[src/psr_pkg.sv]
// shared constants and types for the pseudo static RAM bus and refresh controller
// assumes a 250 MHz system clock and an AHB-Lite register port with 32-bit words
package psr_pkg;
    // register byte offsets
    localparam logic [7:0] OFF_RFM = 8'h00;
    localparam logic [7:0] OFF_MM = 8'h04;
    localparam logic [7:0] OFF_ADDR = 8'h08;
    localparam logic [7:0] OFF_DATA = 8'h0C;
    localparam logic [7:0] OFF_CTRL = 8'h10;
    localparam logic [7:0] OFF_MACRO = 8'h14;
    localparam logic [7:0] OFF_STATUS = 8'h18;
    // refresh_mode_reg fields
    localparam int RFM_SEL_LSB = 0;
    localparam int RFM_EN_BIT = 4;
    localparam int RFM_LVL_BIT = 7;
    // memory_expansion_mode_reg fields
    localparam int MM_WAIT_LO_BIT = 0;
    localparam int MM_WAIT_HI_BIT = 1;
    localparam int MM_EXTWAIT_BIT = 2;
    // macro request fields and register reset values
    localparam int MAC_TYPEC_BIT = 20;
    localparam int MAC_TOMEM_BIT = 21;
    localparam logic [7:0] RST_RFM = 8'h00;
    localparam logic [2:0] RST_MM = 3'h0;
    // address windows
    localparam logic [19:0] INT_RAM_END = 20'h0FEFF;
    localparam logic [19:0] SFR_INT_BASE = 20'h0FFE0;
    localparam logic [19:0] SFR_END = 20'h0FFFF;
    localparam logic [15:0] BUF_WIN_HI = 16'h0FED;
    localparam logic [3:0] DATA_WIN_HI = 4'hD;
    // timing
    localparam int CLK_PERIOD_PS = 4000;
    localparam int REFRESH_OFF_NS = 200;
    localparam int REFRESH_OFF_CYC = (REFRESH_OFF_NS * 1000 + CLK_PERIOD_PS - 1) / CLK_PERIOD_PS;
    localparam int REF_PULSE_CYC = 3;
    localparam int REF_BASE_CYC = 16;

    typedef struct packed {
        logic [19:0] addr;
        logic [7:0] ad;
        logic ad_oe;
        logic address_strobe;
        logic rd_n;
        logic wr_n;
        logic refresh_request_pin_n;
    } psr_bus_out_t;

    typedef enum logic [1:0] {ST_IDLE, ST_ADDR, ST_STROBE, ST_REF} psr_state_t;
endpackage : psr_pkg

[src/psr_ctrl.sv]
// external bus sequencer with pulse and self refresh for pseudo static RAM
// assumes an AHB-Lite master on clk_i and external memory on a multiplexed bus
// Notes on behaviour
// enable set and level flag clear hold refresh request pin low
// refresh cycles and external accesses never overlap; each waits for the other
// no refresh pulse for about 200 ns after leaving self-refresh
// refresh request pin rises on leaving self-refresh only on a refresh timer tick
// level flag reads 1 once the request pin has actually gone high
// software never raises level flag while enable is already or simultaneously set
// software waits about 200 ns after exit before touching the RAM
// upper address stays valid from address strobe until strobe returns high
// internal RAM and internal register addresses are served inside
// internal accesses drive address but keep all strobes inactive
// type A memory-to-register move of D0-DF data also writes externally
// buffer or pointer in FED0-FEDF writes pointer low byte externally
// such writes run as normal writes with programmed wait states
// board decoder keeps 0FF00-0FFFF away from external circuits
// software sets port 6 direction bit 6 before using external wait
// with an emulator the board latches A16-A19
// level flag reads 0 in self-refresh, rises on synchronized pin edge
`timescale 1ns/1ps
module psr_ctrl #(
    parameter logic [19:0] INT_RAM_BASE = 20'h0FD00
) (
    input wire logic clk_i,
    input wire logic reset_i,
    input wire logic hsel_i,
    input wire logic [31:0] haddr_i,
    input wire logic [1:0] htrans_i,
    input wire logic hwrite_i,
    input wire logic [2:0] hsize_i,
    input wire logic [31:0] hwdata_i,
    input wire logic hready_i,
    output logic hreadyout_o,
    output logic hresp_o,
    output logic [31:0] hrdata_o,
    input wire logic [7:0] ad_i,
    input wire logic wait_n_i,
    input wire logic refresh_pin_sense_i,
    output psr_pkg::psr_bus_out_t bus_o
);
    psr_pkg::psr_state_t state_q;
    logic [7:0] wr_off_q, hrdata_q, rd_data_q, acc_data_q;
    logic wr_pend_q, acc_pend_q, acc_wr_q, acc_done, self_q, lvl_q, lvl_req_q, en_q, ref_pend_q;
    logic [1:0] sel_q, wait_cnt_q;
    logic ext_wait_q;
    logic [19:0] acc_addr_q;
    logic [6:0] tmr_q, period;
    logic [5:0] supp_q;
    logic [2:0] cnt_q;
    logic [1:0] wait_sync_q, sense_sync_q;
    logic sense_prev_q;
    logic [7:0] ad_s1_q, ad_s2_q;
    logic tick, sense_rise, busy, wr_go;
    function automatic logic is_internal(input logic [19:0] a);
        is_internal = (a >= INT_RAM_BASE && a <= psr_pkg::INT_RAM_END) ||
                      (a >= psr_pkg::SFR_INT_BASE && a <= psr_pkg::SFR_END);
    endfunction : is_internal
    function automatic logic in_buf_win(input logic [19:0] a);
        in_buf_win = (a[19:4] == psr_pkg::BUF_WIN_HI);
    endfunction : in_buf_win
    // ahb-lite: zero-wait slave, always okay
    assign hreadyout_o = 1'b1;
    assign hresp_o = 1'b0;
    assign hrdata_o = {24'h000000, hrdata_q};
    assign busy = acc_pend_q || (state_q != psr_pkg::ST_IDLE);
    assign wr_go = wr_pend_q && !busy;
    // address phase capture and registered read data
    always_ff @(posedge clk_i or posedge reset_i) begin
        if (reset_i) begin
            wr_pend_q <= 1'b0;
            wr_off_q <= 8'h00;
            hrdata_q <= 8'h00;
        end else begin
            wr_pend_q <= hsel_i && htrans_i[1] && hready_i && hwrite_i;
            wr_off_q <= haddr_i[7:0];
            if (hsel_i && htrans_i[1] && hready_i && !hwrite_i) begin
                if (haddr_i[7:0] == psr_pkg::OFF_RFM) begin
                    hrdata_q <= {lvl_q, 2'b00, en_q, 2'b00, sel_q};
                end else if (haddr_i[7:0] == psr_pkg::OFF_MM) begin
                    hrdata_q <= {5'h00, ext_wait_q, wait_cnt_q};
                end else if (haddr_i[7:0] == psr_pkg::OFF_DATA) begin
                    hrdata_q <= rd_data_q;
                end else if (haddr_i[7:0] == psr_pkg::OFF_STATUS) begin
                    hrdata_q <= {5'h00, ref_pend_q, self_q, busy};
                end else begin
                    hrdata_q <= 8'h00;
                end
            end
        end
    end
    // software-written configuration
    always_ff @(posedge clk_i or posedge reset_i) begin
        if (reset_i) begin
            sel_q <= psr_pkg::RST_RFM[1:0];
            en_q <= 1'b0;
            lvl_req_q <= 1'b0;
            wait_cnt_q <= psr_pkg::RST_MM[1:0];
            ext_wait_q <= 1'b0;
        end else if (wr_pend_q && wr_off_q == psr_pkg::OFF_RFM) begin
            sel_q <= hwdata_i[psr_pkg::RFM_SEL_LSB +: 2];
            en_q <= hwdata_i[psr_pkg::RFM_EN_BIT];
            lvl_req_q <= hwdata_i[psr_pkg::RFM_LVL_BIT];
        end else if (wr_pend_q && wr_off_q == psr_pkg::OFF_MM) begin
            wait_cnt_q <= {hwdata_i[psr_pkg::MM_WAIT_HI_BIT], hwdata_i[psr_pkg::MM_WAIT_LO_BIT]};
            ext_wait_q <= hwdata_i[psr_pkg::MM_EXTWAIT_BIT];
        end
    end
    // access request; starts are ignored while busy, so address holds for the whole access
    always_ff @(posedge clk_i or posedge reset_i) begin
        if (reset_i) begin
            acc_pend_q <= 1'b0;
            acc_wr_q <= 1'b0;
            acc_addr_q <= 20'h00000;
            acc_data_q <= 8'h00;
        end else begin
            if (acc_done) begin
                acc_pend_q <= 1'b0;
            end
            if (wr_pend_q && wr_off_q == psr_pkg::OFF_ADDR && !busy) begin
                acc_addr_q <= hwdata_i[19:0];
            end else if (wr_go && wr_off_q == psr_pkg::OFF_DATA) begin
                acc_data_q <= hwdata_i[7:0];
                acc_wr_q <= 1'b1;
                acc_pend_q <= !is_internal(acc_addr_q);
            end else if (wr_go && wr_off_q == psr_pkg::OFF_CTRL && hwdata_i[0]) begin
                acc_wr_q <= 1'b0;
                acc_pend_q <= 1'b1;
            end else if (wr_go && wr_off_q == psr_pkg::OFF_MACRO) begin
                // register target stays in acc_addr_q; the stray write goes there
                acc_wr_q <= 1'b1;
                if (!hwdata_i[psr_pkg::MAC_TYPEC_BIT] && !hwdata_i[psr_pkg::MAC_TOMEM_BIT]) begin
                    acc_pend_q <= (acc_data_q[7:4] == psr_pkg::DATA_WIN_HI);
                end else begin
                    acc_pend_q <= in_buf_win(hwdata_i[19:0]);
                    acc_data_q <= hwdata_i[7:0];
                end
            end
        end
    end
    // pin synchronisers
    always_ff @(posedge clk_i or posedge reset_i) begin
        if (reset_i) begin
            wait_sync_q <= 2'b11;
            sense_sync_q <= 2'b11;
            sense_prev_q <= 1'b1;
            ad_s1_q <= 8'h00;
            ad_s2_q <= 8'h00;
        end else begin
            wait_sync_q <= {wait_sync_q[0], wait_n_i};
            sense_sync_q <= {sense_sync_q[0], refresh_pin_sense_i};
            sense_prev_q <= sense_sync_q[1];
            ad_s1_q <= ad_i;
            ad_s2_q <= ad_s1_q;
        end
    end
    assign sense_rise = sense_sync_q[1] && !sense_prev_q;
    // refresh interval timer: 16, 32, 64 or 128 cycles
    assign period = 7'(psr_pkg::REF_BASE_CYC << sel_q);
    assign tick = (tmr_q == 7'(period - 7'd1));
    always_ff @(posedge clk_i or posedge reset_i) begin
        if (reset_i) begin
            tmr_q <= 7'h00;
        end else begin
            tmr_q <= tick ? 7'h00 : 7'(tmr_q + 7'd1);
        end
    end
    // self-refresh entry, exit aligned to the timer, then a quiet period
    always_ff @(posedge clk_i or posedge reset_i) begin
        if (reset_i) begin
            self_q <= 1'b0;
            supp_q <= 6'h00;
        end else begin
            if (!self_q && en_q && !lvl_req_q && state_q == psr_pkg::ST_IDLE) begin
                self_q <= 1'b1;
            end else if (self_q && (lvl_req_q || !en_q) && tick) begin
                self_q <= 1'b0;
            end
            if (self_q && (lvl_req_q || !en_q) && tick) begin
                supp_q <= 6'(psr_pkg::REFRESH_OFF_CYC);
            end else if (supp_q != 6'h00) begin
                supp_q <= 6'(supp_q - 6'd1);
            end
        end
    end
    // level flag: cleared in self-refresh, set by the real pin edge outside it; the edge wins over a software clear
    always_ff @(posedge clk_i or posedge reset_i) begin
        if (reset_i) begin
            lvl_q <= 1'b0;
        end else if (sense_rise && !self_q) begin
            lvl_q <= 1'b1;
        end else if (self_q || (wr_pend_q && wr_off_q == psr_pkg::OFF_RFM &&
                                !hwdata_i[psr_pkg::RFM_LVL_BIT])) begin
            lvl_q <= 1'b0;
        end
    end
    // pulse refresh request, held until the bus is free
    always_ff @(posedge clk_i or posedge reset_i) begin
        if (reset_i) begin
            ref_pend_q <= 1'b0;
        end else if (tick && en_q && lvl_req_q && !self_q && supp_q == 6'h00) begin
            ref_pend_q <= 1'b1;
        end else if (state_q == psr_pkg::ST_REF) begin
            ref_pend_q <= 1'b0;
        end
    end
    // bus sequencer; refresh has priority at idle, neither preempts the other
    assign acc_done = (state_q == psr_pkg::ST_IDLE && !ref_pend_q && acc_pend_q &&
                       is_internal(acc_addr_q) && !acc_wr_q) ||
                      (state_q == psr_pkg::ST_STROBE && cnt_q == 3'h0 &&
                       !(ext_wait_q && !wait_sync_q[1]));
    always_ff @(posedge clk_i or posedge reset_i) begin
        if (reset_i) begin
            state_q <= psr_pkg::ST_IDLE;
            cnt_q <= 3'h0;
            rd_data_q <= 8'h00;
        end else begin
            case (state_q)
                psr_pkg::ST_IDLE: begin
                    if (ref_pend_q && !self_q) begin
                        state_q <= psr_pkg::ST_REF;
                        cnt_q <= 3'(psr_pkg::REF_PULSE_CYC - 1);
                    end else if (acc_pend_q && (!is_internal(acc_addr_q) || acc_wr_q)) begin
                        state_q <= psr_pkg::ST_ADDR;
                    end
                end
                psr_pkg::ST_ADDR: begin
                    state_q <= psr_pkg::ST_STROBE;
                    cnt_q <= {1'b0, wait_cnt_q};
                end
                psr_pkg::ST_STROBE: begin
                    if (cnt_q != 3'h0) begin
                        cnt_q <= 3'(cnt_q - 3'd1);
                    end else if (acc_done) begin
                        state_q <= psr_pkg::ST_IDLE;
                        if (!acc_wr_q) begin
                            rd_data_q <= ad_s2_q;
                        end
                    end
                end
                default: begin
                    if (cnt_q != 3'h0) begin
                        cnt_q <= 3'(cnt_q - 3'd1);
                    end else begin
                        state_q <= psr_pkg::ST_IDLE;
                    end
                end
            endcase
        end
    end
    // pin drive; internal reads keep strobes quiet, address still shown
    always_comb begin
        bus_o.addr = acc_addr_q;
        bus_o.ad = acc_data_q;
        bus_o.ad_oe = acc_wr_q && (state_q == psr_pkg::ST_STROBE);
        bus_o.address_strobe = (state_q == psr_pkg::ST_ADDR);
        bus_o.rd_n = !(state_q == psr_pkg::ST_STROBE && !acc_wr_q);
        bus_o.wr_n = !(state_q == psr_pkg::ST_STROBE && acc_wr_q);
        bus_o.refresh_request_pin_n = !(self_q || state_q == psr_pkg::ST_REF);
    end
    // helper: length of the low write strobe
    logic [3:0] wr_len_q;
    always_ff @(posedge clk_i or posedge reset_i) begin
        if (reset_i) begin
            wr_len_q <= 4'h0;
        end else begin
            wr_len_q <= bus_o.wr_n ? 4'h0 : 4'(wr_len_q + 4'd1);
        end
    end
    a_self_entry: assert property (@(posedge clk_i) disable iff (reset_i)
        $rose(self_q) |-> $past(en_q) && !$past(lvl_req_q) && !bus_o.refresh_request_pin_n)
        else $error("self-refresh entered without enable");
    a_no_overlap: assert property (@(posedge clk_i) disable iff (reset_i)
        state_q == psr_pkg::ST_REF |-> !bus_o.address_strobe && bus_o.rd_n && bus_o.wr_n)
        else $error("refresh overlaps an access");
    a_quiet_exit: assert property (@(posedge clk_i) disable iff (reset_i)
        $fell(self_q) |-> (state_q != psr_pkg::ST_REF && !ref_pend_q)[*8])
        else $error("refresh pulse inside disabled period");
    a_exit_tick: assert property (@(posedge clk_i) disable iff (reset_i)
        $fell(self_q) |-> $past(tick))
        else $error("pin released off the timer tick");
    a_flag_edge: assert property (@(posedge clk_i) disable iff (reset_i)
        $rose(lvl_q) |-> $past(sense_sync_q[1]) && !$past(sense_prev_q))
        else $error("level flag set without pin edge");
    a_flag_low: assert property (@(posedge clk_i) disable iff (reset_i)
        self_q |=> !lvl_q)
        else $error("level flag high in self-refresh");
    a_addr_hold: assert property (@(posedge clk_i) disable iff (reset_i)
        !bus_o.rd_n || !bus_o.wr_n |-> $stable(bus_o.addr))
        else $error("address moved during access");
    a_int_quiet: assert property (@(posedge clk_i) disable iff (reset_i)
        bus_o.address_strobe |-> !is_internal(bus_o.addr) || acc_wr_q)
        else $error("strobe on internal read");
    a_illegal_wr: assert property (@(posedge clk_i) disable iff (reset_i)
        wr_go && wr_off_q == psr_pkg::OFF_MACRO && !hwdata_i[psr_pkg::MAC_TYPEC_BIT] &&
        !hwdata_i[psr_pkg::MAC_TOMEM_BIT] && acc_data_q[7:4] == 4'hD |=> acc_pend_q && acc_wr_q)
        else $error("stray write not issued");
    a_wait_len: assert property (@(posedge clk_i) disable iff (reset_i)
        $rose(bus_o.wr_n) && !ext_wait_q |-> wr_len_q == 4'({2'b00, wait_cnt_q} + 4'd1))
        else $error("write strobe length wrong");
endmodule : psr_ctrl

[config.mk]
export PLATFORM = sky130hd
export DESIGN_NAME = psr_ctrl
export DESIGN_NICKNAME = d
export VERILOG_FILES = /design/src/psr_pkg.sv /design/src/psr_ctrl.sv
export SDC_FILE = /design/constraint.sdc
export NUM_CORES = 1
export LEC_CHECK = 0
export BUFFER_PORTS_ARGS = -buffer_cell sky130_fd_sc_hd__buf_4
export CAP_MARGIN = 20
export CORE_MARGIN = 8
export CORE_UTILIZATION = 35
export CTS_BUF_LIST = sky130_fd_sc_hd__clkbuf_16
export DETAILED_ROUTE_END_ITERATION = 8
export PLACE_DENSITY = 0.59
export SLEW_MARGIN = 10
export SYNTH_ARGS = -nofsm -noshare
export SYNTH_HDL_FRONTEND = slang
export SYNTH_SLANG_ARGS = --single-unit
[constraint.sdc]
create_clock -name clk_i -period 4.87 [get_ports clk_i]
set_clock_uncertainty 0.05 [all_clocks]
set_input_delay 0.974 -clock clk_i [delete_from_list [all_inputs] [get_ports clk_i]]
set_output_delay 0.974 -clock clk_i [all_outputs]
set_load 0.02 [all_outputs]
Word level (Yosys, flattened, before mapping):

Index checks and enable logic that the tools add are counted.

* register bits: 104
* input bits: 84
* bits in writable memories: 0
* output and inout port bits: 67
* latch bits: 0
* memories: 0
* ROM bits: 0

* $mul: 0
* bitwise operators: 4
* add/sub/neg operators: 4
* equal/unequal tests: 21
* $lt $le $gt $ge: 4
* reduce and logical (&&, ||, !) cells: 84
* div/mod/pow operators: 0
* mux-type cells: 35
* shift-type cells: 1

Operators with widths (number)
* $mux W8: 7
* $ge A20 B16 Y1 const B: 2
* $le A20 B16 Y1 const B: 2
* $logic_and A1 B1 Y1: 39
* $eq A8 B4 Y1 const B: 3
* $eq A8 B5 Y1 const B: 3
* $logic_not A1 Y1: 17
* $eq A16 B12 Y1 const B: 1
* $eq A8 B3 Y1 const B: 2
* $logic_not A8 Y1: 2
* $mux W1: 15
* $mux W6: 2
* $reduce_and A4 Y1: 3
* $reduce_bool A2 Y1: 6
* $mux W2: 5
* $mux W3: 3
* $reduce_bool A3 Y1: 3
* $ne A2 B2 Y1 const B: 4
* $add A7 B1 Y7 const B: 1
* $eq A7 B7 Y1: 1
* $logic_or A1 B1 Y1: 7
* $mux W7: 1
* $shl A5 B2 Y7 const A: 1
* $sub A7 B1 Y7 const B: 1
* other kinds (16): 22

Longest topological paths before layout:

Gate-level depths: netlist (run 1).

* depth after elaboration: 11
* depth in mapped cells: 8

Least setup slack after synthesis (run 1):

Ideal clock, no wire load.

* path type: input-to-reg
* start point: input hwdata_i[21]
* end point: register acc_data_q[0]
* arrival: 1.905 ns
* path slack: 2.790 ns
* stages on the path: 3
* setup time: 0.125 ns
* path buffers: 0
* required time: 4.695 ns
* cells stage by stage: or2_2 > a22oi_4 > mux2_2

* longest elaborated chain between the ends: 4

Ends and longest elaborated chain
* start: declaration: RTL line psr_ctrl.sv:32 `input wire logic [31:0] hwdata_i,`
* $logic_not A1 Y1: RTL line psr_ctrl.sv:132 `if (!hwdata_i[psr_pkg::MAC_TYPEC_BIT] && !hwdata_i[psr_pkg::MAC_TOMEM_BIT]) begin`
* $logic_and A1 B1 Y1: RTL line psr_ctrl.sv:132
* $ne A2 B2 Y1 (no source line)
* $reduce_and A4 Y1 (no source line)
* end signal: assignment: RTL line psr_ctrl.sv:123 `acc_data_q <= hwdata_i[7:0];`
* end signal: assignment: RTL line psr_ctrl.sv:136 `acc_data_q <= hwdata_i[7:0];`
* end: declaration: RTL line psr_ctrl.sv:43 `logic [7:0] wr_off_q, hrdata_q, rd_data_q, acc_data_q;`

Every way passes these cells.
A chain may end at the register's enable or synchronous reset.

==> results.md, run 1 <==
- The run finished with clean final reports.
- Detailed routing inserted a total of 2,999 vias.
- Data on the critical path is required at its endpoint by 3850 ps.
- The critical path in this run is classified as reg -> out.
- The worst slew slack as a fraction of its limit is 39.0%.
- The library cell with the largest summed area after synthesis is sky130_fd_sc_hd__dfrtp_1.
- The die covers 0.0167 sq mm.
- The HPWL after detailed placement is 7340 um.
- The top cell type by area accounts for 55.3% of the synthesized area.
- The number of max-slew violations in the final report is 0.
- The tree is rooted in a sky130_fd_sc_hd__clkbuf_16.
- The ratio of final minimum period to clock period is 54.4%.
- The mean post-synth cell area is 12.0 sq um.
- The diode insertion count for antenna repair is 0.
- The type of destination of the critical path is an output pin.
- The post-route DRC violation count is 0.
- The leftover overflow at the end of global routing is 0.
- The post-cts resize count is 0.
- The H-tree depth reported by CTS is 3.
- The tree built by TritonCTS fans out to 104 sinks.
- From bottom edge to top edge, the die measures 129 um.
- The path class of the tightest hold or removal check is reg -> reg.
- In this run the tool buffered the top-level ports with 86 buffer cells.
- The power density over cell area is 372 mW/mm^2.
- The clock buffer count from CTS is 9.
- The clock tree from TritonCTS is yes.
- The gate count of the mapped netlist is 372.
- The maximum number of pins on one net before global-route repair is 73.
- The number of enable-type register cells in the synthesized netlist is 0.
- The clock period could shrink to 2650 ps.
- The number of antenna violations at the first check in global routing is 0.
- The most common cell after layout, fill and taps aside is sky130_fd_sc_hd__dfrtp_1.
- The violation count after the first detailed-routing iteration is 137.
- The final layout net count is 549.
- The leakage power is 2.67 nW.
- In the layout the commonest cells are sky130_fd_sc_hd__dfrtp_1 (99), sky130_fd_sc_hd__buf_4 (87), sky130_fd_sc_hd__mux2_2 (40).
- The number of detailed-route iterations in the first pass is 4.
- After floorplanning, the core was sized to cover 0.0126 sq mm.
- The number of library cell types mapped by synthesis is 60.
- The later pin in the worst-skew pair is clocked with a latency of 340 ps.
- The setup TNS after final layout is 0 ps.
- STA classifies the critical path startpoint as a flop.
- Setup repair after global routing left no endpoint under its margin.
- The arrival time at the worst endpoint is 1630 ps.
- After filler insertion, the fill cell instance count of the layout stands at 1,194.
- The warning count from the yosys run is 0.
- In this run the horizontal extent of the chip is 129 um.
- Synthesis inferred 104 register bits.
- Clock-pin slew was measured on the worst setup and hold paths at 80 ps.
- Once detail routing completed, the nets flagged for antenna violations numbered 0.
- Setup violations remaining at the end of the flow were counted as 0.
- The slew at the pin closest to its max-slew limit is 915 ps.
- The initial core utilization is 35.6%.
- The number of global-route vias before repair is 3,018.
- The number of rows in the core area is 41.
- The hold violation count in the final report is 0.
- The final layout contains routed wiring with a total length of 9540 um.
- Sorting the synthesized cells by area gives the leading types as sky130_fd_sc_hd__dfrtp_1 (55%), sky130_fd_sc_hd__mux2_2 (10%), sky130_fd_sc_hd__buf_4 (4.4%), sky130_fd_sc_hd__dfstp_2 (2.9%), sky130_fd_sc_hd__nand2_1 (2.9%).
- Counting flops with an async set or reset pin after synthesis yields a share of 100%.
- After routing the design area is 0.00549 sq mm.
- The share of synthesized area occupied by flip-flops and latches is 58.3%.
- The largest fanout of any net on the critical path is 9.
- No sink is reached through more buffers than the 2 on the longest clock path.
- The via-per-instance ratio is 4.70.
- The final estimated routing congestion in global placement is 0.760.
- The tool flagged a number of max-cap violations equal to 0.
- The hold buffer count at CTS is 0.
- The routed length per instance is 14.9 um.
- The number of top-level pins is 151.
- The proportion of layout cells with a drive suffix above 1 is 34.8%.
- In the synthesized netlist the dominant register cell turns out to be sky130_fd_sc_hd__dfrtp_1.
- From synthesis to final layout, the design area changed by 22.7%.
- Across the VDD grid, the largest voltage drop is 163 uV.
- The post-CTS setup buffer count is 0.
- After detailed placement, the total cell area comes to 0.00519 sq mm.
- The global-route total usage across every layer is 11.7%.
- The first global-routing pass estimated 15,300 um of wire.
- The post-synthesis cell area is 0.00448 sq mm.
- For this run, the top clock speed supported by timing is 0.377 GHz.
- The final hold slack is 300 ps.
==> cell families (layout without fill, tap and decap cells) <==
logic type / Yosys count / count (layout) / share of synthesized area (%)
multiplexers: 40 / 40 / 10.1
AO/OA/AOI/OAI: 52 / 52 / 7.99
buffers and inverters: 47 / 117 / 6.62
XOR/XNOR: 5 / 5 / 0.978
AND/OR/NAND/NOR: 118 / 118 / 14.8
adder cells (fa/ha/maj): 4 / 4 / 1.12
other: 2 / 26 / 0.168
flip-flops: 104 / 104 / 58.3
==> metrics by stage <==
step                power [mW]  worst slack [ps]  instances  utilization, %
floorplan                 1.26              1120        396               -
global placement          1.34              2390        622            41.3
detailed placement        1.35              2350        622            41.3
CTS                       2.07              2220        638            43.7
global route              2.16              2140        638            43.7
finish                    2.04              2220        638            43.7
==> synthesized netlist by cell type, drive strengths merged, types with 4 or more instances <==
library cell and n:
a21oi 9, nor3 7, o21ai 17, nor2 22
dfrtp 99, clkbuf 4, and3 5, dfstp 5
or3 4, nand2 35, nand2b 6, nor2b 5
nor4 4, nand3 9, inv 14, buf 29
mux2 40, ha 4
==> cell type report <==
cell class / instances / area, sq um / area share [%]
flip-flops and latches: 104 / 2610 / 47.5
repair buffers: 87 / 653 / 11.9
clock inverters: 7 / 72.6 / 1.32
inverters: 14 / 55.1 / 1.00
multi-input cells: 245 / 1660 / 30.3
clock buffers: 9 / 225 / 4.10
well taps: 172 / 215 / 3.92
==> worst max-delay path, cell delays in order (launching register included) <==
cell	delay, ps
sky130_fd_sc_hd__dfrtp_1	520
sky130_fd_sc_hd__inv_2	110
sky130_fd_sc_hd__or3_2	480
sky130_fd_sc_hd__buf_4	170
==> sequential cells by signal (all words and copies together), names as in the netlist, 2 cells and up <==
signal and flops:
acc_addr_q 20, acc_data_q 8, ad_s1_q 8, ad_s2_q 8
hrdata_q 8, rd_data_q 8, wr_off_q 8, tmr_q 7
supp_q 6, cnt_q 3, sel_q 2, sense_sync_q 2
state_q 2, wait_cnt_q 2, wait_sync_q 2
==> per-layer routing <==
| metal | wire length, um | share of wire [%] | GRT usage, % |
|---|---|---|---|
| met2 | 4510 | 47 | 18.0 |
| met3 | 582 | 6.1 | 3.53 |
| met1 | 4350 | 46 | 15.4 |
| met5 | 0 | 0 | 0 |
| met4 | 89 | 0.93 | 3.73 |
==> worst paths after layout <==
path / startpoint / to / slack (ps) / cells after the start
setup / recovery: state_q[1] / bus_o[2] / 2220 / 3
max in group asynchronous: reset_i / wait_sync_q[0] / 3020 / 3
setup reg to reg: wr_off_q[5] / acc_addr_q[0] / 2360 / 5
min in group asynchronous: reset_i / acc_addr_q[15] / 770 / 2
hold / removal: ad_s1_q[5] / ad_s2_q[5] / 300 / 0
hold reg to reg: ad_s1_q[5] / ad_s2_q[5] / 300 / 0
==> report_power, final <==
group	internal (mW)	leakage, nW	switching (mW)
Sequential	0.930	1.30	0.0561
Clock	0.363	0.143	0.342
Combinational	0.158	1.22	0.192
Total	1.45	2.67	0.590
(Power assumes the default switching activity.)
==> run 2, diff against run 1 <==
==> constraint.sdc (replaced) <==
create_clock -name clk_i -period 2.7 [get_ports clk_i]
set_clock_uncertainty 0.05 [all_clocks]
set_input_delay 0.54 -clock clk_i [delete_from_list [all_inputs] [get_ports clk_i]]
set_output_delay 0.54 -clock clk_i [all_outputs]
set_load 0.02 [all_outputs]
==> results.md, run 2 (synthesis results as in run 1) <==
- The setup TNS after final layout is 0 ps (unchanged).
- The post-cts resize count is 0 (unchanged).
- The sink count of the clock tree is 104 (unchanged).
- The flow ran to the end, and the final reports show no timing, DRC or antenna violations.
- The largest vdd supply drop is 300 uV (+83%).
- The depth of the worst register-to-register path came to 5 (unchanged).
- The clock buffer count from CTS came to 9 (unchanged).
- For this run, the top clock speed supported by timing is 0.448 GHz.
- The number of input and output port buffers inserted came to 86 (unchanged).
- The top layer used by detailed routing is met4.
- The clock-pin slew on the worst setup and hold paths is 70 ps (about the same).
- The terminating pin of the worst hold path is ad_s1_q[3].
- The total cell area at the placement stage was 0.00522 sq mm (+0.41%).
- The routed length per instance is 15.0 um (+0.57%).
- The final cell area excluding filler cells is 0.00551 sq mm (+0.25%).
- The worst setup path is launched from a flop.
- The setup slack after layout came to 470 ps (-1750 ps).
- The arrival time at the worst endpoint was 1640 ps (about the same).
- The post-detailed-routing wire length came to 9600 um (+0.72%).
- The final layout net count is 550 (+0.18%).
- The flip-flop count of the largest register after layout is 20 (unchanged).
- The ratio of final minimum period to clock period is 82.6%.
- The worst register-to-register path begins at state_q[1].
- In the layout the commonest cells are sky130_fd_sc_hd__dfrtp_1 (99), sky130_fd_sc_hd__buf_4 (87), sky130_fd_sc_hd__mux2_2 (40).
- The first-pass GRT wire length was 15,600 um (+1.7%).
- The horizontal die dimension is 129 um (unchanged).
- The worst endpoint required time is 2110 ps (-1740 ps).
- The largest buffer count on any clock path is 2 (unchanged).
- The total met3 wirelength after detailed routing is 519 um (-11%).
- The number of antenna violations at the first check in global routing is 0 (unchanged).
- More flip-flops sit in one register than any other, and that register is acc_addr_q.
- The global-route total usage across every layer is 12.0% (+0.29 points).
- The routed length on met2 is 4670 um (+3.7%).
- The hold violation count in the final report was 0 (unchanged).
- The library cell used most frequently in the layout, excluding fill and tap cells, is sky130_fd_sc_hd__dfrtp_1.
- The number of detailed-route iterations in the first pass was 4 (unchanged).
- The HPWL after detailed placement is 7260 um (-1.1%).
- The area of the placeable core came to 0.0126 sq mm (unchanged).
- The H-tree depth reported by CTS is 3 (unchanged).
- Setup repair after global routing left no endpoint under its margin.
- The post-CTS setup buffer count was 0 (unchanged).
- The launch point of the worst hold path is ad_i[3].
- The number of rows in the core area was 41 (unchanged).
- The final antenna-violating net count is 0 (unchanged).
- The number of max-slew violations in the final report came to 0 (unchanged).
- The worst hold path depth is 1 (+1).
- The leakage power is 2.67 nW (about the same).
- The initial core utilization came to 35.6% (unchanged).
- The via-per-instance ratio is 4.65 (-1.1%).
- The final critical path time including I/O delays and setup is 2230 ps.
- The cell at the root of the clock tree is sky130_fd_sc_hd__clkbuf_16.
- The diode insertion count for antenna repair is 0 (unchanged).
- The hold buffer count at CTS came to 0 (unchanged).
- The leftover overflow at the end of global routing is 0 (unchanged).
- The clock latency on the worst-skew pair is 340 ps (about the same).
- The final estimated routing congestion in global placement is 0.770 (+1.4%).
- The reported max-cap violation count is 0 (unchanged).
- Relative to the synthesized area, the layout overhead comes to 23.0%.
- The final core utilization came to 43.8% (+0.11 points).
- The worst slack after detailed placement was 558 ps (-1800 ps).
- The slew at the pin closest to its max-slew limit was 565 ps (-350 ps).
- The proportion of layout cells with a drive suffix above 1 was 34.9% (+0.14 points).
- The via count is 2,970 (-0.97%).
- The detailed-routing wirelength on met1 is 4240 um (-2.5%).
- The worst slew slack as a fraction of its limit was 62.0% (+23 points).
- The power density over cell area is 665 mW/mm^2 (+79%).
- The category of the critical setup timing path is reg -> out.
- The number of global-route vias before repair was 3,138 (+4.0%).
- The overall die area is 0.0167 sq mm (unchanged).
- The type of destination of the critical path is an output pin.
- The tightest min-delay check is of the in -> reg type.
- The worst register-to-register path ends at rd_data_q[2].
- The violation count after the first detailed-routing iteration was 148 (+8.0%).
- The maximum number of pins on one net before global-route repair is 105 (+44%).
- The number of top-level pins is 151 (unchanged).
- The post-route DRC violation count came to 0 (unchanged).
- The clock tree from TritonCTS is yes.
- The internal reg-to-reg setup slack is 530 ps (-1830 ps).
- The largest fanout of any net on the critical path was 9 (unchanged).
- The final-report setup violation count is 0 (unchanged).
- The die height is 129 um (unchanged).
## run 2: cell count changes in the layout (fill, tap and decap cells not counted)
cell                         change
sky130_fd_sc_hd__buf_12          +1
sky130_fd_sc_hd__clkinv_8        -1
sky130_fd_sc_hd__clkinv_4        +2
sky130_fd_sc_hd__clkinvlp_4      +1
sky130_fd_sc_hd__inv_6           -1
sky130_fd_sc_hd__inv_4           -1
## run 2: worst max path at each step
stage | from | endpoint | slack [ps] | cells past startpoint
after global routing | state_q[1] | bus_o[2] | 380 | 3
final | state_q[1] | bus_o[2] | 470 | 3
after global placement | state_q[1] | rd_data_q[1] | 580 | 5
after CTS | state_q[1] | bus_o[2] | 470 | 3
after detailed placement | wr_off_q[5] | acc_addr_q[16] | 560 | 6
after floorplan | wr_off_q[5] | acc_addr_q[0] | 850 | 6
## run 2: layout make-up
| type | instances | area (sq um) |
|---|---|---|
| multi-input combinational | 245 | 1660 |
| clock buffer | 9 | 225 |
| sequential | 104 | 2610 |
| timing repair buffer | 88 | 673 |
| inverter | 14 | 56.3 |
| tap | 172 | 215 |
| clock inverter | 7 | 65.1 |
| fill | 1203 | 7060 |
## run 2: through the flow
| step | hold WS, ps | instances | total power, mW |
|---|---|---|---|
| final | 245 | 639 | 3.66 |
| after global placement | 282 | 623 | 2.43 |
| after CTS | 233 | 639 | 3.71 |
| after floorplan | 281 | 396 | 2.27 |
| after global routing | 229 | 639 | 3.87 |
| after detailed placement | 286 | 623 | 2.45 |
## run 2: worst max-delay path, stage by stage (launching register included)
cell and delay (ps):
sky130_fd_sc_hd__dfrtp_1 530, sky130_fd_sc_hd__inv_2 120, sky130_fd_sc_hd__or3_2 480, sky130_fd_sc_hd__buf_4 170
## run 2: routing by layer
layer  track usage [%]  vias to the layer above
met5                 0                        -
met1              14.8                     1443
met3              2.59                       14
met2              19.6                       77
li1                  -                     1436
met4              5.60                        0
## run 2: where the power goes
group / switching, mW / total (mW) / leakage, nW / internal [mW]
Combinational: 0.342 / 0.629 / 1.23 / 0.287
Clock: 0.608 / 1.25 / 0.140 / 0.646
Sequential: 0.103 / 1.78 / 1.30 / 1.68
==> run 3, diff against run 2 <==
--- a/config.mk
+++ b/config.mk
@@ -5,6 +5,7 @@
 export SDC_FILE = /design/constraint.sdc
 export NUM_CORES = 1
 export LEC_CHECK = 0
+export ABC_AREA = 1
 export BUFFER_PORTS_ARGS = -buffer_cell sky130_fd_sc_hd__buf_4
 export CAP_MARGIN = 20
 export CORE_MARGIN = 8
==> constraint.sdc (replaced) <==
create_clock -name clk_i -period 2.1 [get_ports clk_i]
set_clock_uncertainty 0.05 [all_clocks]
set_input_delay 0.42 -clock clk_i [delete_from_list [all_inputs] [get_ports clk_i]]
set_output_delay 0.42 -clock clk_i [all_outputs]
set_load 0.02 [all_outputs]
==> results.md, run 3 <==
- The setup slack after layout is 185 ps (-286 ps).
- The number of antenna violations at the first check in global routing is 0 (unchanged).
- The reported max-cap violation count is 0 (unchanged).
- The arrival time at the worst endpoint is 1450 ps (-190 ps).
- The flow ran to the end, and the final reports show no timing, DRC or antenna violations.
- The number of library cell types mapped by synthesis is 39 (-35%).
- The type of destination of the critical path is an output pin.
- The synthesized-area fraction occupied by xor and xnor cells is 1.30% (+0.32 points).
- The number of enable-type register cells in the synthesized netlist is 0 (unchanged).
- The signal on the critical path passes through inv_1 > nor2_4 > nand2_1 > inv_1 > buf_4.
- The final core utilization is 43.9% (+0.060 points).
- The total power was 5.17 mW (+41%).
- The final critical path time including I/O delays and setup is 1920 ps.
- The number of global-route vias before repair was 3,655 (+16%).
- The register ranked first by flip-flop count is acc_addr_q.
- The layout overhead on the synthesized area was 22.9% (about the same).
- The largest buffer count on any clock path is 2 (unchanged).
- The worst-path cell with the longest stage delay is sky130_fd_sc_hd__dfrtp_2.
- The number of max-slew violations in the final report is 0 (unchanged).
- The number of rows in the core area is 42 (+2.4%).
- The post-synthesis cell area came to 0.00471 sq mm (+5.2%).
- The initial core utilization is 35.7% (+0.076 points).
- The final layout net count came to 676 (+23%).
- The share of synthesized area occupied by flip-flops and latches came to 55.4% (-2.9 points).
- The worst endpoint required time came to 1630 ps (-480 ps).
- The via-per-instance ratio is 4.57 (-1.6%).
- The global-route total usage across every layer is 12.7% (+0.73 points).
- The number of detailed-route iterations in the first pass is 4 (unchanged).
- The post-CTS setup buffer count was 0 (unchanged).
- After synthesis, the most frequently instantiated cells are sky130_fd_sc_hd__dfrtp_1 (99), sky130_fd_sc_hd__nand2_1 (99), sky130_fd_sc_hd__inv_1 (60).
- In this run the worst hold path is classified as in -> reg.
- The number of input and output port buffers inserted was 86 (unchanged).
- The largest total area in the synthesized netlist belongs to sky130_fd_sc_hd__dfrtp_1.
- The post-detailed-routing wire length is 10,600 um (+11%).
- The HPWL after detailed placement came to 7990 um (+10%).
- The final estimated routing congestion in global placement is 0.810 (+5.1%).
- The mux share of post-synthesis cell area is 4.62% (-5.4 points).
- The total of flip-flops plus latches after synthesis was 104 (unchanged).
- The violation count after the first detailed-routing iteration is 206 (+39%).
- The hold violation count in the final report was 0 (unchanged).
- The post-synthesis compound-gate area fraction is 5.69% (-2.3 points).
- The fraction of post-synthesis cell area in the top cell type by area is 52.6% (-2.7 points).
- By instance count, the cell type seen most on the critical path is sky130_fd_sc_hd__inv_1.
- The proportion of layout cells with a drive suffix above 1 is 24.6% (-10 points).
- The power density over cell area is 894 mW/mm^2 (+34%).
- The slew at the pin closest to its max-slew limit is 565 ps (+0.767 ps).
- The largest vdd supply drop came to 540 uV (+80%).
- The maximum number of pins on one net before global-route repair is 105 (unchanged).
- The diode insertion count for antenna repair is 0 (unchanged).
- The first-pass GRT wire length was 18,100 um (+16%).
- The gate count of the mapped netlist is 494 (+33%).
- The number of top-level pins came to 151 (unchanged).
- The cell family contributing the most delay on the critical path is flip-flops.
- The leftover overflow at the end of global routing came to 0 (unchanged).
- The via count came to 3,517 (+18%).
- The cell at the root of the clock tree is sky130_fd_sc_hd__clkbuf_16.
- The area of the placeable core is 0.0132 sq mm (+4.9%).
- The adder and majority gate portion of the synthesized area is 1.06% (-0.055 points).
- The H-tree depth reported by CTS came to 3 (unchanged).
- The final hold slack was 113 ps (-132 ps).
- By startpoint and endpoint, the worst setup path is classified as reg -> out.
- The horizontal die dimension is 132 um (+2.2%).
- The routed length per instance is 13.8 um (-8.0%).
- The buffering stage count on the worst path with inverters included is 3 (+1).
- The area share of and/or/nand/nor cells after synthesis is 21.9% (+7.1 points).
- The largest fanout of any net on the critical path is 10 (+1).
- The post-route DRC violation count is 0 (unchanged).
- By area the synthesized netlist is led by sky130_fd_sc_hd__dfrtp_1 (53%), sky130_fd_sc_hd__nand2_1 (7.9%), sky130_fd_sc_hd__inv_1 (4.8%), sky130_fd_sc_hd__buf_4 (4.1%), sky130_fd_sc_hd__nor2_1 (3.3%).
- The fill cell instance count of the final layout is 1,304 (+8.4%).
- TritonCTS built the clock tree.
- The fraction of registers with async set/reset is 100% (unchanged).
- Leaving out fill and tap cells, the most frequent cells in the layout are sky130_fd_sc_hd__nand2_1 (99), sky130_fd_sc_hd__dfrtp_1 (98), sky130_fd_sc_hd__buf_4 (88).
- The clock latency on the worst-skew pair is 350 ps (about the same).
- The overall die area was 0.0174 sq mm (+4.5%).
- Setup repair after global routing left no endpoint under its margin.
- The clock-pin slew on the worst setup and hold paths is 80 ps (about the same).
- The leakage power is 3.01 nW (+13%).
- The final-report setup violation count is 0 (unchanged).
- The setup TNS after final layout was 0 ps (unchanged).
- The fmax is 0.522 GHz.
- The worst slack after detailed placement is 357 ps (-202 ps).
- The warning count from the yosys run is 0 (unchanged).
- The worst slew slack as a fraction of its limit is 62.3% (+0.30 points).
- The worst setup path is launched from a flop.
- The sink count of the clock tree is 104 (unchanged).
- The flip-flop count of the largest register after layout is 20 (unchanged).
- The area occupied by registers was 0.00261 sq mm (about the same).
- The area of combinational cells with multiple inputs came to 0.00173 sq mm (+3.9%).
- Dividing the final minimum period by the clock period gives 91.2%.
- The main flop type after synthesis is sky130_fd_sc_hd__dfrtp_1.
- The main combinational cell family by area after synthesis is simple AND/OR/NAND/NOR gates.
- The final antenna-violating net count is 0 (unchanged).
- The mean post-synth cell area is 9.53 sq um (-21%).
- The maximum cell stage delay along the critical path is 480 ps (-50 ps).
- The library cell used most frequently in the layout, excluding fill and tap cells, is sky130_fd_sc_hd__nand2_1.
- The post-cts resize count is 0 (unchanged).
- The hold buffer count at CTS is 0 (unchanged).
- The die height is 132 um (+2.2%).
- The clock buffer count from CTS is 9 (unchanged).
[run 3: power breakdown]
group / switching, mW / total (mW) / internal, mW
logic: 0.589 / 1.02 / 0.431
registers: 0.182 / 2.44 / 2.26
clock network: 0.853 / 1.71 / 0.855
total: 1.62 / 5.17 / 3.55
[run 3: through the flow]
step | instance area [sq um] | cells
2_1_floorplan | 4800 | 518
3_3_place_gp | 5480 | 753
3_5_place_dp | 5480 | 753
4_1_cts | 5780 | 769
5_1_grt | 5790 | 769
6_report | 5790 | 769
[run 3: final timing paths]
| check | start | to | slack [ps] | cells past startpoint |
|---|---|---|---|---|
| setup / recovery | state_q[1] | bus_o[4] | 180 | 5 |
| hold / removal | ad_i[6] | ad_s1_q[6] | 110 | 1 |
| setup reg to reg | cnt_q[0] | rd_data_q[4] | 360 | 6 |
| hold reg to reg | ad_s1_q[7] | ad_s2_q[7] | 300 | 0 |
| max in group asynchronous | reset_i | state_q[1] | 1390 | 3 |
| min in group asynchronous | reset_i | acc_data_q[3] | 150 | 3 |
[run 3: per-layer routing]
metal  vias up  global-route usage (%)  routed length (um)  part of all wire (%)
met2        80                    20.8                5240                    49
met1      1687                    15.1                4650                    44
met3        15                    3.47                 524                   4.9
met4         0                    6.06                 219                   2.1
li1       1735                       -                   -                     -
met5         -                       0                   0                     0
[run 3: area by class of cell]
class | instances | share of cell area [%]
Timing Repair Buffer | 89 | 11.8
Sequential cell | 104 | 45.1
Clock buffer | 9 | 3.89
Multi-Input combinational cell | 321 | 29.8
Tap cell | 176 | 3.81
Inverter | 63 | 4.15
Clock inverter | 7 | 1.43
[run 3: cells by family after synthesis]
group / count (synthesis)
other: 2
AND/OR/NAND/NOR: 218
flip-flops: 104
AO/OA/AOI/OAI: 50
adder cells (fa/ha/maj): 4
buffers and inverters: 93
multiplexers: 16
XOR/XNOR: 7
[run 3: worst register-to-register path: stages (launching register included)]
cell	delay [ps]
sky130_fd_sc_hd__dfrtp_1	380
sky130_fd_sc_hd__inv_1	100
sky130_fd_sc_hd__ha_1	160
sky130_fd_sc_hd__inv_1	40
sky130_fd_sc_hd__nor2_1	270
sky130_fd_sc_hd__nand4_4	280
sky130_fd_sc_hd__mux2_2	350
